<file path="src/inc/ppm_pkg.sv">
// Constants for the port pin function multiplexer
package ppm_pkg;
  localparam int unsigned N_PIN    = 15;
  localparam int unsigned N_FUNC   = 48;
  localparam int unsigned N_IRQ    = 5;
  localparam int unsigned FW       = 6;
  localparam int unsigned AXI_AW   = 8;
  // Register map: one word per pin, in pin order
  localparam logic [AXI_AW-1:0] REG_BASE  = 8'h00;
  localparam int unsigned       REG_SHIFT = 2;
  localparam logic [1:0]        RESP_OKAY = 2'h0;
  localparam logic [1:0]        RESP_SLV  = 2'h2;
  // Control register fields
  localparam int unsigned  SEL_MSB   = 4;
  localparam int unsigned  IRQ_INPUT_SELECT_BIT  = 6;
  localparam logic [7:0]   MASK_P12  = 8'h1F;
  localparam logic [7:0]   MASK_P3   = 8'h5F;
  localparam logic [7:0]   CTRL_RST  = 8'h00;
  // Pin indices
  localparam logic [3:0] PIN_P13 = 4'h0;
  localparam logic [3:0] PIN_P14 = 4'h1;
  localparam logic [3:0] PIN_P15 = 4'h2;
  localparam logic [3:0] PIN_P16 = 4'h3;
  localparam logic [3:0] PIN_P17 = 4'h4;
  localparam logic [3:0] PIN_P20 = 4'h5;
  localparam logic [3:0] PIN_P21 = 4'h6;
  localparam logic [3:0] PIN_P26 = 4'h7;
  localparam logic [3:0] PIN_P27 = 4'h8;
  localparam logic [3:0] PIN_P30 = 4'h9;
  localparam logic [3:0] PIN_P31 = 4'hA;
  localparam logic [3:0] PIN_P32 = 4'hB;
  localparam logic [3:0] PIN_P34 = 4'hC;
  localparam logic [3:0] PIN_P36 = 4'hD;
  localparam logic [3:0] PIN_P37 = 4'hE;
  // Function codes
  localparam logic [4:0] CODE_HIZ = 5'h00;
  localparam logic [4:0] CODE_MT1 = 5'h01;
  localparam logic [4:0] CODE_MT2 = 5'h02;
  localparam logic [4:0] CODE_TMR = 5'h05;
  localparam logic [4:0] CODE_ALT = 5'h07;
  localparam logic [4:0] CODE_ADT = 5'h09;
  localparam logic [4:0] CODE_SCA = 5'h0A;
  localparam logic [4:0] CODE_SCB = 5'h0B;
  localparam logic [4:0] CODE_SPI = 5'h0D;
  localparam logic [4:0] CODE_IIC = 5'h0F;
  localparam logic [4:0] CODE_TS  = 5'h19;
  localparam logic [4:0] CODE_LPT = 5'h1B;
  localparam logic [4:0] CODE_CAN = 5'h1C;
  // Peripheral function indices
  localparam logic [5:0] F_CH0_A = 6'h00, F_CH0_B = 6'h01, F_CH0_C = 6'h02;
  localparam logic [5:0] F_CH1_A = 6'h03, F_CH1_B = 6'h04, F_CH2_A = 6'h05;
  localparam logic [5:0] F_CH2_B = 6'h06, F_CH3_A = 6'h07, F_CH3_B = 6'h08;
  localparam logic [5:0] F_CH3_C = 6'h09, F_CH3_D = 6'h0A, F_CH4_B = 6'h0B;
  localparam logic [5:0] F_CH4_D = 6'h0C, F_CLK_A = 6'h0D, F_CLK_B = 6'h0E;
  localparam logic [5:0] F_T0_RST = 6'h0F, F_T0_CNT = 6'h10, F_T1_OUT = 6'h11;
  localparam logic [5:0] F_T2_CNT = 6'h12, F_T2_RST = 6'h13, F_T2_OUT = 6'h14;
  localparam logic [5:0] F_T3_OUT = 6'h15, F_T3_CNT = 6'h16, F_T3_RST = 6'h17;
  localparam logic [5:0] F_ODIS8 = 6'h18, F_ODIS2 = 6'h19, F_S1_RX = 6'h1A;
  localparam logic [5:0] F_S1_TX = 6'h1B, F_S1_CLK = 6'h1C, F_S1_FLOW = 6'h1D;
  localparam logic [5:0] F_S6_TX = 6'h1E, F_S6_CLK = 6'h1F, F_SPI_MO = 6'h20;
  localparam logic [5:0] F_SPI_MI = 6'h21, F_RTC = 6'h22, F_ADTRG = 6'h23;
  localparam logic [5:0] F_CAN_TX = 6'h24, F_CAN_RX = 6'h25, F_LOWPOWER_TIMER_OUTPUT = 6'h26;
  localparam logic [5:0] F_TS0 = 6'h27, F_TS1 = 6'h28, F_TS2 = 6'h29;
  localparam logic [5:0] F_TS3 = 6'h2A, F_TS4 = 6'h2B, F_TS5 = 6'h2C;
  localparam logic [5:0] F_TS6 = 6'h2D, F_SDA = 6'h2E, F_SCL = 6'h2F;
  // Write channel and read channel states
  typedef enum logic [1:0] {WR_IDLE = 2'b01, WR_RESP = 2'b10} ppm_wr_state_t;
  typedef enum logic [1:0] {RD_IDLE = 2'b01, RD_RESP = 2'b10} ppm_rd_state_t;
endpackage : ppm_pkg

</file>
<file path="src/hdl/ppm_pin_mux.sv">
// Port 1/2/3 pin function multiplexer with AXI4-Lite control registers
module ppm_pin_mux
  import ppm_pkg::*;
(
  input  wire logic                sys_clk_i,
  input  wire logic                reset_n_i,
  input  wire logic                ce_i,
  input  wire logic [AXI_AW-1:0]   s_axi_awaddr_i,
  input  wire logic                s_axi_awvalid_i,
  output logic                     s_axi_awready_o,
  input  wire logic [31:0]         s_axi_wdata_i,
  input  wire logic [3:0]          s_axi_wstrb_i,
  input  wire logic                s_axi_wvalid_i,
  output logic                     s_axi_wready_o,
  output logic [1:0]               s_axi_bresp_o,
  output logic                     s_axi_bvalid_o,
  input  wire logic                s_axi_bready_i,
  input  wire logic [AXI_AW-1:0]   s_axi_araddr_i,
  input  wire logic                s_axi_arvalid_i,
  output logic                     s_axi_arready_o,
  output logic [31:0]              s_axi_rdata_o,
  output logic [1:0]               s_axi_rresp_o,
  output logic                     s_axi_rvalid_o,
  input  wire logic                s_axi_rready_i,
  input  wire logic [N_PIN-1:0]    pin_in_i,
  output logic [N_PIN-1:0]         pin_out_o,
  output logic [N_PIN-1:0]         pin_oe_o,
  input  wire logic [N_FUNC-1:0]   periph_out_i,
  input  wire logic [N_FUNC-1:0]   periph_oe_i,
  output logic [N_FUNC-1:0]        periph_in_o,
  output logic [N_IRQ-1:0]         irq_o
);

  // Route table: {valid, function index}
  function automatic logic [FW:0] pin_route(input logic [3:0] pin, input logic [4:0] code);
    case ({pin, code})
      {PIN_P13, CODE_MT1}: pin_route = {1'b1, F_CH0_B};
      {PIN_P13, CODE_TMR}: pin_route = {1'b1, F_T3_OUT};
      {PIN_P13, CODE_IIC}: pin_route = {1'b1, F_SDA};
      {PIN_P14, CODE_MT1}: pin_route = {1'b1, F_CH3_A};
      {PIN_P14, CODE_MT2}: pin_route = {1'b1, F_CLK_A};
      {PIN_P14, CODE_TMR}: pin_route = {1'b1, F_T2_RST};
      {PIN_P14, CODE_SCB}: pin_route = {1'b1, F_S1_FLOW};
      {PIN_P14, CODE_TS }: pin_route = {1'b1, F_TS6};
      {PIN_P14, CODE_CAN}: pin_route = {1'b1, F_CAN_TX};
      {PIN_P15, CODE_MT1}: pin_route = {1'b1, F_CH0_B};
      {PIN_P15, CODE_MT2}: pin_route = {1'b1, F_CLK_B};
      {PIN_P15, CODE_TMR}: pin_route = {1'b1, F_T2_CNT};
      {PIN_P15, CODE_SCA}: pin_route = {1'b1, F_S1_RX};
      {PIN_P15, CODE_TS }: pin_route = {1'b1, F_TS5};
      {PIN_P15, CODE_CAN}: pin_route = {1'b1, F_CAN_RX};
      {PIN_P16, CODE_MT1}: pin_route = {1'b1, F_CH3_C};
      {PIN_P16, CODE_MT2}: pin_route = {1'b1, F_CH3_D};
      {PIN_P16, CODE_TMR}: pin_route = {1'b1, F_T2_OUT};
      {PIN_P16, CODE_ALT}: pin_route = {1'b1, F_RTC};
      {PIN_P16, CODE_ADT}: pin_route = {1'b1, F_ADTRG};
      {PIN_P16, CODE_SCA}: pin_route = {1'b1, F_S1_TX};
      {PIN_P16, CODE_SPI}: pin_route = {1'b1, F_SPI_MO};
      {PIN_P16, CODE_IIC}: pin_route = {1'b1, F_SCL};
      {PIN_P17, CODE_MT1}: pin_route = {1'b1, F_CH3_A};
      {PIN_P17, CODE_MT2}: pin_route = {1'b1, F_CH3_B};
      {PIN_P17, CODE_TMR}: pin_route = {1'b1, F_T1_OUT};
      {PIN_P17, CODE_ALT}: pin_route = {1'b1, F_ODIS8};
      {PIN_P17, CODE_SCA}: pin_route = {1'b1, F_S1_CLK};
      {PIN_P17, CODE_SPI}: pin_route = {1'b1, F_SPI_MI};
      {PIN_P17, CODE_IIC}: pin_route = {1'b1, F_SDA};
      {PIN_P20, CODE_MT1}: pin_route = {1'b1, F_CH1_A};
      {PIN_P20, CODE_TMR}: pin_route = {1'b1, F_T0_RST};
      {PIN_P21, CODE_MT1}: pin_route = {1'b1, F_CH1_B};
      {PIN_P21, CODE_TMR}: pin_route = {1'b1, F_T0_CNT};
      {PIN_P26, CODE_MT1}: pin_route = {1'b1, F_CH2_A};
      {PIN_P26, CODE_TMR}: pin_route = {1'b1, F_T1_OUT};
      {PIN_P26, CODE_SCA}: pin_route = {1'b1, F_S1_TX};
      {PIN_P26, CODE_TS }: pin_route = {1'b1, F_TS4};
      {PIN_P26, CODE_LPT}: pin_route = {1'b1, F_LOWPOWER_TIMER_OUTPUT};
      {PIN_P27, CODE_MT1}: pin_route = {1'b1, F_CH2_B};
      {PIN_P27, CODE_TMR}: pin_route = {1'b1, F_T3_CNT};
      {PIN_P27, CODE_SCA}: pin_route = {1'b1, F_S1_CLK};
      {PIN_P27, CODE_TS }: pin_route = {1'b1, F_TS3};
      {PIN_P30, CODE_MT1}: pin_route = {1'b1, F_CH4_B};
      {PIN_P30, CODE_TMR}: pin_route = {1'b1, F_T3_RST};
      {PIN_P30, CODE_ALT}: pin_route = {1'b1, F_ODIS8};
      {PIN_P30, CODE_SCA}: pin_route = {1'b1, F_S1_RX};
      {PIN_P30, CODE_TS }: pin_route = {1'b1, F_TS2};
      {PIN_P31, CODE_MT1}: pin_route = {1'b1, F_CH4_D};
      {PIN_P31, CODE_TMR}: pin_route = {1'b1, F_T2_CNT};
      {PIN_P31, CODE_SCA}: pin_route = {1'b1, F_S1_FLOW};
      {PIN_P31, CODE_TS }: pin_route = {1'b1, F_TS1};
      {PIN_P32, CODE_MT1}: pin_route = {1'b1, F_CH0_C};
      {PIN_P32, CODE_TMR}: pin_route = {1'b1, F_T3_OUT};
      {PIN_P32, CODE_ALT}: pin_route = {1'b1, F_RTC};
      {PIN_P32, CODE_SCB}: pin_route = {1'b1, F_S6_TX};
      {PIN_P32, CODE_TS }: pin_route = {1'b1, F_TS0};
      {PIN_P34, CODE_MT1}: pin_route = {1'b1, F_CH0_A};
      {PIN_P34, CODE_TMR}: pin_route = {1'b1, F_T3_CNT};
      {PIN_P34, CODE_ALT}: pin_route = {1'b1, F_ODIS2};
      {PIN_P34, CODE_SCB}: pin_route = {1'b1, F_S6_CLK};
      default:             pin_route = {1'b0, F_CH0_A};
    endcase
  endfunction : pin_route

  // Interrupt line of a port 3 pin: {valid, irq number}
  function automatic logic [3:0] pin_irq(input logic [3:0] pin);
    case (pin)
      PIN_P30: pin_irq = 4'h8;
      PIN_P31: pin_irq = 4'h9;
      PIN_P32: pin_irq = 4'hA;
      PIN_P34: pin_irq = 4'hC;
      PIN_P36: pin_irq = 4'hA;
      PIN_P37: pin_irq = 4'hC;
      default: pin_irq = 4'h0;
    endcase
  endfunction : pin_irq

  // Word address decode: {hit, pin index}
  function automatic logic [4:0] reg_decode(input logic [AXI_AW-1:0] addr);
    logic [AXI_AW-1:0] off;
    off = addr - REG_BASE;
    reg_decode = {(off >> REG_SHIFT) < AXI_AW'(N_PIN), 4'(off >> REG_SHIFT)};
  endfunction : reg_decode

  logic [7:0]          ctrl_reg [N_PIN];
  ppm_wr_state_t       wr_state_reg;
  ppm_rd_state_t       rd_state_reg;
  logic                aw_held_reg, w_held_reg;
  logic [AXI_AW-1:0]   awaddr_reg;
  logic [7:0]          wdata_reg;
  logic                wstrb0_reg;
  logic                awready_reg, wready_reg, bvalid_reg, arready_reg, rvalid_reg;
  logic [1:0]          bresp_reg, rresp_reg;
  logic [31:0]         rdata_reg;
  logic [N_PIN-1:0]    pin_out_reg, pin_oe_reg;
  logic [N_FUNC-1:0]   periph_in_reg;
  logic [N_IRQ-1:0]    irq_reg;

  logic [N_PIN-1:0]    pin_out_next, pin_oe_next;
  logic [N_FUNC-1:0]   periph_in_next;
  logic [N_IRQ-1:0]    irq_next;
  logic [FW:0]         route_w [N_PIN];
  logic [7:0]          mask_w  [N_PIN];

  wire logic [4:0] wr_dec    = reg_decode(awaddr_reg);
  wire logic [4:0] rd_dec    = reg_decode(s_axi_araddr_i);
  wire logic       wr_go     = aw_held_reg && w_held_reg && (wr_state_reg == WR_IDLE);
  wire logic       aw_take   = s_axi_awvalid_i && awready_reg;
  wire logic       w_take    = s_axi_wvalid_i && wready_reg;
  wire logic       ar_take   = s_axi_arvalid_i && arready_reg;
  wire logic [7:0] rd_value  = rd_dec[4] ? ctrl_reg[rd_dec[3:0]] : 8'h00;

  genvar g;
  generate
    for (g = 0; g < N_PIN; g++) begin : g_pin
      assign route_w[g]      = pin_route(4'(g), ctrl_reg[g][SEL_MSB:0]);
      assign mask_w[g]       = (4'(g) >= PIN_P30) ? MASK_P3 : MASK_P12;
      assign pin_out_next[g] = route_w[g][FW] && periph_out_i[route_w[g][FW-1:0]];
      assign pin_oe_next[g]  = route_w[g][FW] && periph_oe_i[route_w[g][FW-1:0]];
    end
  endgenerate

  // Pin inputs back to the selected peripherals and to the interrupt lines
  always_comb begin
    logic [3:0] irq_sel;
    irq_sel        = 4'h0;
    periph_in_next = '0;
    irq_next       = '0;
    for (int p = 0; p < N_PIN; p++) begin
      irq_sel = pin_irq(4'(p));
      if (route_w[p][FW]) begin
        periph_in_next[route_w[p][FW-1:0]] = periph_in_next[route_w[p][FW-1:0]] | pin_in_i[p];
      end
      if (ctrl_reg[p][IRQ_INPUT_SELECT_BIT] && irq_sel[3]) begin
        irq_next[irq_sel[2:0]] = irq_next[irq_sel[2:0]] | pin_in_i[p];
      end
    end
  end

  // Control registers
  always_ff @(posedge sys_clk_i or negedge reset_n_i) begin
    if (!reset_n_i) begin
      for (int p = 0; p < N_PIN; p++) ctrl_reg[p] <= CTRL_RST;
    end else if (ce_i && wr_go && wr_dec[4] && wstrb0_reg) begin
      ctrl_reg[wr_dec[3:0]] <= wdata_reg & mask_w[wr_dec[3:0]];
    end
  end

  // Write channel
  always_ff @(posedge sys_clk_i or negedge reset_n_i) begin
    if (!reset_n_i) begin
      wr_state_reg <= WR_IDLE;
      aw_held_reg  <= 1'b0;
      w_held_reg   <= 1'b0;
      awaddr_reg   <= '0;
      wdata_reg    <= 8'h00;
      wstrb0_reg   <= 1'b0;
      awready_reg  <= 1'b0;
      wready_reg   <= 1'b0;
      bvalid_reg   <= 1'b0;
      bresp_reg    <= RESP_OKAY;
    end else if (ce_i) begin
      case (wr_state_reg)
        WR_IDLE: begin
          awready_reg <= !aw_held_reg && !aw_take;
          wready_reg  <= !w_held_reg && !w_take;
          if (aw_take) begin
            aw_held_reg <= 1'b1;
            awaddr_reg  <= s_axi_awaddr_i;
          end
          if (w_take) begin
            w_held_reg <= 1'b1;
            wdata_reg  <= s_axi_wdata_i[7:0];
            wstrb0_reg <= s_axi_wstrb_i[0];
          end
          if (wr_go) begin
            aw_held_reg  <= 1'b0;
            w_held_reg   <= 1'b0;
            bvalid_reg   <= 1'b1;
            bresp_reg    <= wr_dec[4] ? RESP_OKAY : RESP_SLV;
            wr_state_reg <= WR_RESP;
          end
        end
        WR_RESP: begin
          if (s_axi_bready_i) begin
            bvalid_reg   <= 1'b0;
            wr_state_reg <= WR_IDLE;
          end
        end
        default: wr_state_reg <= WR_IDLE;
      endcase
    end
  end

  // Read channel
  always_ff @(posedge sys_clk_i or negedge reset_n_i) begin
    if (!reset_n_i) begin
      rd_state_reg <= RD_IDLE;
      arready_reg  <= 1'b0;
      rvalid_reg   <= 1'b0;
      rdata_reg    <= '0;
      rresp_reg    <= RESP_OKAY;
    end else if (ce_i) begin
      case (rd_state_reg)
        RD_IDLE: begin
          arready_reg <= !ar_take;
          if (ar_take) begin
            rvalid_reg   <= 1'b1;
            rdata_reg    <= {24'h000000, rd_value};
            rresp_reg    <= rd_dec[4] ? RESP_OKAY : RESP_SLV;
            rd_state_reg <= RD_RESP;
          end
        end
        RD_RESP: begin
          if (s_axi_rready_i) begin
            rvalid_reg   <= 1'b0;
            arready_reg  <= 1'b1;
            rd_state_reg <= RD_IDLE;
          end
        end
        default: rd_state_reg <= RD_IDLE;
      endcase
    end
  end

  // Registered pin and peripheral side
  always_ff @(posedge sys_clk_i or negedge reset_n_i) begin
    if (!reset_n_i) begin
      pin_out_reg   <= '0;
      pin_oe_reg    <= '0;
      periph_in_reg <= '0;
      irq_reg       <= '0;
    end else if (ce_i) begin
      pin_out_reg   <= pin_out_next;
      pin_oe_reg    <= pin_oe_next;
      periph_in_reg <= periph_in_next;
      irq_reg       <= irq_next;
    end
  end

  assign s_axi_awready_o = awready_reg;
  assign s_axi_wready_o  = wready_reg;
  assign s_axi_bvalid_o  = bvalid_reg;
  assign s_axi_bresp_o   = bresp_reg;
  assign s_axi_arready_o = arready_reg;
  assign s_axi_rvalid_o  = rvalid_reg;
  assign s_axi_rdata_o   = rdata_reg;
  assign s_axi_rresp_o   = rresp_reg;
  assign pin_out_o       = pin_out_reg;
  assign pin_oe_o        = pin_oe_reg;
  assign periph_in_o     = periph_in_reg;
  assign irq_o           = irq_reg;
endmodule : ppm_pin_mux

</file>
<file path="config.mk">
export PLATFORM = sky130hd
export DESIGN_NAME = ppm_pin_mux
export DESIGN_NICKNAME = d
export VERILOG_FILES = /design/src/inc/ppm_pkg.sv /design/src/hdl/ppm_pin_mux.sv
export SDC_FILE = /design/constraint.sdc
export NUM_CORES = 1
export LEC_CHECK = 0
export BUFFER_PORTS_ARGS = -buffer_cell sky130_fd_sc_hd__buf_2
export CORE_ASPECT_RATIO = 0.75
export CORE_MARGIN = 4
export CORE_UTILIZATION = 60
export CTS_BUF_LIST = sky130_fd_sc_hd__clkbuf_4 sky130_fd_sc_hd__clkbuf_8
export CTS_CLUSTER_SIZE = 12
export DETAILED_ROUTE_END_ITERATION = 10
export PLACE_DENSITY = 0.89
export SLEW_MARGIN = 20
export SYNTH_ARGS = -nofsm -noshare
export SYNTH_HDL_FRONTEND = slang
export SYNTH_SLANG_ARGS = --single-unit
</file>
<file path="constraint.sdc">
create_clock -name sys_clk_i -period 3.59 [get_ports sys_clk_i]
set_input_delay 0.1795 -clock sys_clk_i [delete_from_list [all_inputs] [get_ports sys_clk_i]]
set_output_delay 0.1795 -clock sys_clk_i [all_outputs]
set_load 0.05 [all_outputs]
</file>
Yosys cells after proc, flatten, opt, wreduce, memory -nomap -nowiden --
Memory sizes are Yosys's and may differ from the RTL's. Cells that the tools add are included.
Storage, ports and cells: bits of input ports 171, word-level logic and storage cells 405, register bits after elaboration 239, bits in read-only memories 192, memories kept 2
Memory list:
- (no name shown) | words 16, width 8, rd ports 1, clocked after Yosys merged registers in 0, wr ports 0, RTL line ppm_pin_mux.sv:182 | ctrl_reg[wr_dec[3:0]] <= wdata_reg & mask_w[wr_dec[3:0]];
- (no name shown) | words 64, width 1, rd ports 1, clocked after Yosys merged registers in 0, wr ports 0, RTL line ppm_pin_mux.sv:169 | periph_in_next[route_w[p][FW-1:0]] = periph_in_next[route_w[p][FW-1:0]] | pin_in_i[p];
Operators by class: muxes and demuxes 176, eq/ne operators 69, order comparisons 31, bitwise gates (word level) 22, reduce and logical (&&, ||, !) cells 71
Operator list (number):
- $mux W48 | 13
- $bwmux W48 | 12
- $bmux W1 S6 | 38
- $bwmux W120 | 1
- $pmux W7 S5 | 3
- $lt A6 B7 Y1 const B | 13
- $eq A5 B3 Y1 const B | 18
- $pmux W7 S4 | 3
- $pmux W7 S6 | 2
- $eq A5 B4 Y1 const B | 16
- $demux W1 S6 | 13
- $ge A6 B1 Y1 const B | 13
- $eq A5 B1 Y1 const B | 13
- $mux W1 | 62
- $pmux W7 S8 | 1
- $eq A5 B5 Y1 const B | 10
- $logic_and A1 B1 Y1 | 50
- $pmux W7 S7 | 1
- $and A48 B48 Y48 | 1
- $mux W8 | 6
- $bmux W8 S4 | 1
- $demux W8 S4 | 1
- $pmux W7 S2 | 2
- $reduce_and A3 Y1 | 9
- other kinds (21) | 67

Depth between registers and ports, before layout --
word-level depth 68, gate-level depth with buffers 8, mapped depth without buffers 6

Least setup slack after synthesis --
No wires, ideal clock.
kind register -> register, from register ctrl_reg[88] (netlist name), to register periph_in_reg[26], in the netlist periph_in_o[26], period minus slack after synthesis 2.082 ns, arrival 1.999 ns, setup time 0.084 ns, slack 1.508 ns, stages on the path, launching flop included 8, required time 3.506 ns, cells stage by stage dfrtp_1 -> or3b_1 -> buf_2 -> or3_4 -> a2111oi_2 -> nor3_1 -> o21bai_1 -> a41oi_2
On the way: longest elaborated chain between the ends 53
Ends and longest elaborated chain:
- start, declared | RTL line ppm_pin_mux.sv:122 | logic [7:0] ctrl_reg [N_PIN];
- start signal, assigned by index | RTL line ppm_pin_mux.sv:182
- $eq A5 B4 Y1, or another cell as far along | RTL line ppm_pin_mux.sv:36 | case ({pin, code})
- $pmux W7 S8 (*) | RTL line ppm_pin_mux.sv:36
- $lt A6 B7 Y1 (not written as such) / $ge A6 B1 Y1 (equally long branches) | RTL line ppm_pin_mux.sv:169
- $logic_and A1 B1 Y1 (not written as such) | RTL line ppm_pin_mux.sv:169
- $mux W1 (not written as such) | RTL line ppm_pin_mux.sv:169
- $demux W1 S6 | RTL line ppm_pin_mux.sv:169
- $bwmux W48 | RTL line ppm_pin_mux.sv:169
- $mux W48 (*) | RTL line ppm_pin_mux.sv:168 | if (route_w[p][FW]) begin
- [37 not listed]
- $or A1 B1 Y1 | RTL line ppm_pin_mux.sv:169
- $bwmux W48 | RTL line ppm_pin_mux.sv:169
- $mux W48 (*) | RTL line ppm_pin_mux.sv:168
- $bmux W1 S6 | RTL line ppm_pin_mux.sv:169
- $mux W1 (not written as such) | RTL line ppm_pin_mux.sv:169
- $or A1 B1 Y1 | RTL line ppm_pin_mux.sv:169
- $bwmux W48 | RTL line ppm_pin_mux.sv:169
- $mux W48 (*) | RTL line ppm_pin_mux.sv:168
- end signal, assigned | RTL line ppm_pin_mux.sv:273 | periph_in_reg <= periph_in_next;
- end, declared | RTL line ppm_pin_mux.sv:133 | logic [N_FUNC-1:0] periph_in_reg;
Every way passes the cells marked *; elsewhere a longest branch is shown, timed or not. The select of a mux whose other input is x is not followed. A chain may end at the register's enable or synchronous reset.

Final worst setup path --
from register ctrl_reg[84] (netlist name), to register periph_in_reg[26], in the netlist periph_in_o[26]
On the way: longest elaborated chain between the ends 48
Ends and longest elaborated chain (RTL line):
- $eq A5 B4 Y1, or another cell as far along | ppm_pin_mux.sv:36
- $pmux W7 S7 (*) | ppm_pin_mux.sv:36
- $lt A6 B7 Y1 (not written as such) / $ge A6 B1 Y1 (equally long branches) | ppm_pin_mux.sv:169
- $logic_and A1 B1 Y1 (not written as such) | ppm_pin_mux.sv:169
- $mux W1 (not written as such) | ppm_pin_mux.sv:169
- $demux W1 S6 | ppm_pin_mux.sv:169
- $bwmux W48 | ppm_pin_mux.sv:169
- $mux W48 (*) | ppm_pin_mux.sv:168
- [32 not listed]
- $or A1 B1 Y1 | ppm_pin_mux.sv:169
- $bwmux W48 | ppm_pin_mux.sv:169
- $mux W48 (*) | ppm_pin_mux.sv:168
- $bmux W1 S6 | ppm_pin_mux.sv:169
- $mux W1 (not written as such) | ppm_pin_mux.sv:169
- $or A1 B1 Y1 | ppm_pin_mux.sv:169
- $bwmux W48 | ppm_pin_mux.sv:169
- $mux W48 (*) | ppm_pin_mux.sv:168
Marked as above.

==> results.md <==
* Asr flop ratio synth at 100%
* Mux cell area share after synthesis at 15.6%
* Post-synth design cell area at 11900 um^2
* Gr ovfl total at 0
* Fillcell total at 1451
* Final setup viols at 0
* Yosys top cell by area: dfrtp_1
* CTS max path bufs at 2
* Dpl hpwl at 32200 um
* Critical Path Start Type: flip-flop
* Highest clock rate at 0.354 GHz
* Register bit total from synthesis at 200
* Gr usage total at 38.8%
* Clock share of power at 23.3%
* Compound-Gate Fraction of Synth Area at 17.4%
* Clock skew at 0.0277 ns
* Status: complete, no violations
* PortBufs at 228
* Area grow syn2layout at 15.7%
* Sw Pwr at 2.82 mW
* Yosys cell types at 85
* Final Net Count at 1595
* # rows at 44
* Maximum VDD drop at 0.281 mV
* Root Driver: clkbuf_8
* Detail Route Antenna Nets at 0
* Post-route minimum period at 2.82 ns
* CP Class: flip-flop to flip-flop
* DR DRC count at 0
* Pleak at 6.36 nW
* Largest net degree at the start of global routing at 114
* CORE AREA at 19400 um^2
* Worst setup EP type: flip-flop
* Worst-path clk slew at 0.11 ns
* Total negative slack at 0 ns
* Cell area after placement at 13000 um^2
* Worst EP arrival at 3.24 ns
* Wire length per cell at 25.8 um
* Global-route wire length before repair at 64900 um
* Synth Area in Adders at 0%
* Worst slew margin at 25.4%
* CTS Buf Count at 17
* Seq pwr share at 47.6%
* Simple-gate portion of the synthesized area at 18.3%
* RD Place Congestion at 1.07
* Synth warn at 0
* Final non-filler cell area at 13800 um^2
* Crit-path max cell delay at 0.78 ns
* Fin. Hold Viols at 0
* Synth Instances at 1212
* CP Max Fanout at 19
* Boundary Pins at 295
* Leading cell type in the layout, fill and taps excluded: buf_2
* Fin crit share at 78.7%
* TritonCTS clock tree: yes
* Die area at 22200 um^2
* Layout Utilization at 70.8%
* CTS Sinks at 200
* Syn_area_per_cell at 9.82 um^2
* Int Power at 3.89 mW
* Register area share after synthesis at 42.1%
* Post-synth EDFFs at 0
* Share of layout cells above drive strength 1 at 29.3%
* DRT iter0 DRCs at 1801
* WL final at 43600 um
* Commonest cells after routing, fill and taps aside: buf_2, dfrtp_1, mux2_2
* Top_reg_cell synth: dfrtp_1
* Worst EP required at 4.01 ns
* Combinational power share at 29.1%
* Die height at 130 um
* Initial antenna violation count at 1
* RSZ-0062 raised after global routing: false
* H-tree lvl count at 4
* Routed via count at 11400
* Largest cells by area after synthesis: dfrtp_1, mux2_2, mux4_2
* Pins Over Slew Limit at 0
* Vias per std cell at 6.76
* Area fraction of the dominant cell type after synthesis at 41.6%
* Initial core utilization at 61.2%
* XOR/XNOR Fraction of Synth Area at 0.515%
* Chip width at 171 um
* Power Dens Cells at 487 nW/um^2
* Largest family of logic cells by synthesized area: simple AND/OR/NAND/NOR gates
* Worst hold path type: primary input to flip-flop
* Switching Fraction at 42.0%
* Post-CTS setup buffer count at 0
* Max Cap Violations at 0
* Tightest Pin Transition at 1.10 ns
* Worst-path cell chain: nor3b_1 > a41oi_1 > nor4_1 > nor3_1 > o21bai_1 > a41oi_2
* CP max-delay cell: nor3b_1
* Vias in the first global route at 10800
* Pre-Repair DR Iteration Count at 6
* Clock Latency Late Sink at 0.50 ns
* Number of flip-flops in the largest register at 90
[worst paths after layout]
check	cells past startpoint	to	start	slack, ns
max reg2reg	6	periph_in_o[26]$_DFFE_PN0P_	ctrl_reg[84]$_DFFE_PN0P_	0.77
min reg2reg	1	periph_in_o[24]$_DFFE_PN0P_	periph_in_o[24]$_DFFE_PN0P_	0.49
max in group asynchronous	3	ctrl_reg[88]$_DFFE_PN0P_	reset_n_i	2.40
min in group asynchronous	2	periph_in_o[41]$_DFFE_PN0P_	reset_n_i	0.21
max	6	periph_in_o[26]$_DFFE_PN0P_	ctrl_reg[84]$_DFFE_PN0P_	0.77
min	3	irq_o[1]$_DFFE_PN0P_	pin_in_i[10]	0.03
[layer usage]
layer / GRT usage [%] / part of all wire, %
met5: 0 / 0
met1: 53.5 / 38
met2: 57.6 / 44
met3: 13.4 / 14
met4: 13.9 / 4.0
[timing repair]
action,in CTS,in global routing
endpoints found under the hold margin,86,0
hold buffers,30,0
gates resized for setup,0,0
[worst max-delay path, delay by kind of cell (launching register included)]
kind / cells / cell delay, ns
AOI/OAI and AO/OA: 3 / 0.85
DFF: 1 / 0.64
and+or+nand+nor: 3 / 1.28
[cell usage after synthesis, types with 13 or more instances]
library cell  number
nor3_1            23
nor2b_1           32
nor2_1            78
a21oi_1           61
mux2i_1           13
nand2b_1          25
o22ai_1           28
o2bb2ai_1         15
nand3b_1          13
mux2_2            99
inv_1             47
o21ai_0           76
mux4_2            24
nand3_1           30
a211oi_1          13
nand2_1           91
nor3b_1           13
clkbuf_1          57
buf_4             33
dfrtp_1          198
[per-stage QoR]
step | hold WS, ns | power, mW | instances | setup WS, ns
detailed placement | 0.174 | 5.03 | 1628 | 0.918
global route | 0.0186 | 6.95 | 1691 | 0.670
global placement | 0.172 | 4.95 | 1628 | 0.946
CTS | 0.0147 | 6.59 | 1690 | 0.923
floorplan | -0.116 | 4.35 | 1244 | 1.51
finish | 0.0324 | 6.70 | 1691 | 0.765
[logic make-up after synthesis]
logic type | after synthesis
buffers and inverters | 155
and+or+nand+nor | 397
DFF | 200
other | 1
xor gates and xnor gates | 7
muxes | 142
AOI/OAI and AO/OA | 310
[power groups by stage]
stage | Combinational [mW] | Sequential [mW] | Clock (mW)
after floorplan | 1.22 | 3.13 | 0
after global placement | 1.81 | 3.14 | 0
after detailed placement | 1.86 | 3.17 | 0
after CTS | 1.89 | 3.14 | 1.56
after global routing | 2.06 | 3.22 | 1.66
final | 1.95 | 3.19 | 1.57
[cell type report]
cell class	count	area, um^2	area share (%)
Antenna cell	1	2.50	0.0182
Clock inverter	14	176	1.28
Sequential cell	200	5010	36.4
Clock buffer	18	248	1.80
Inverter	47	176	1.28
Tap cell	253	317	2.30
Multi-Input combinational cell	889	6290	45.7
Timing Repair Buffer	269	1550	11.2
Power figures use the tool's default switching activity.
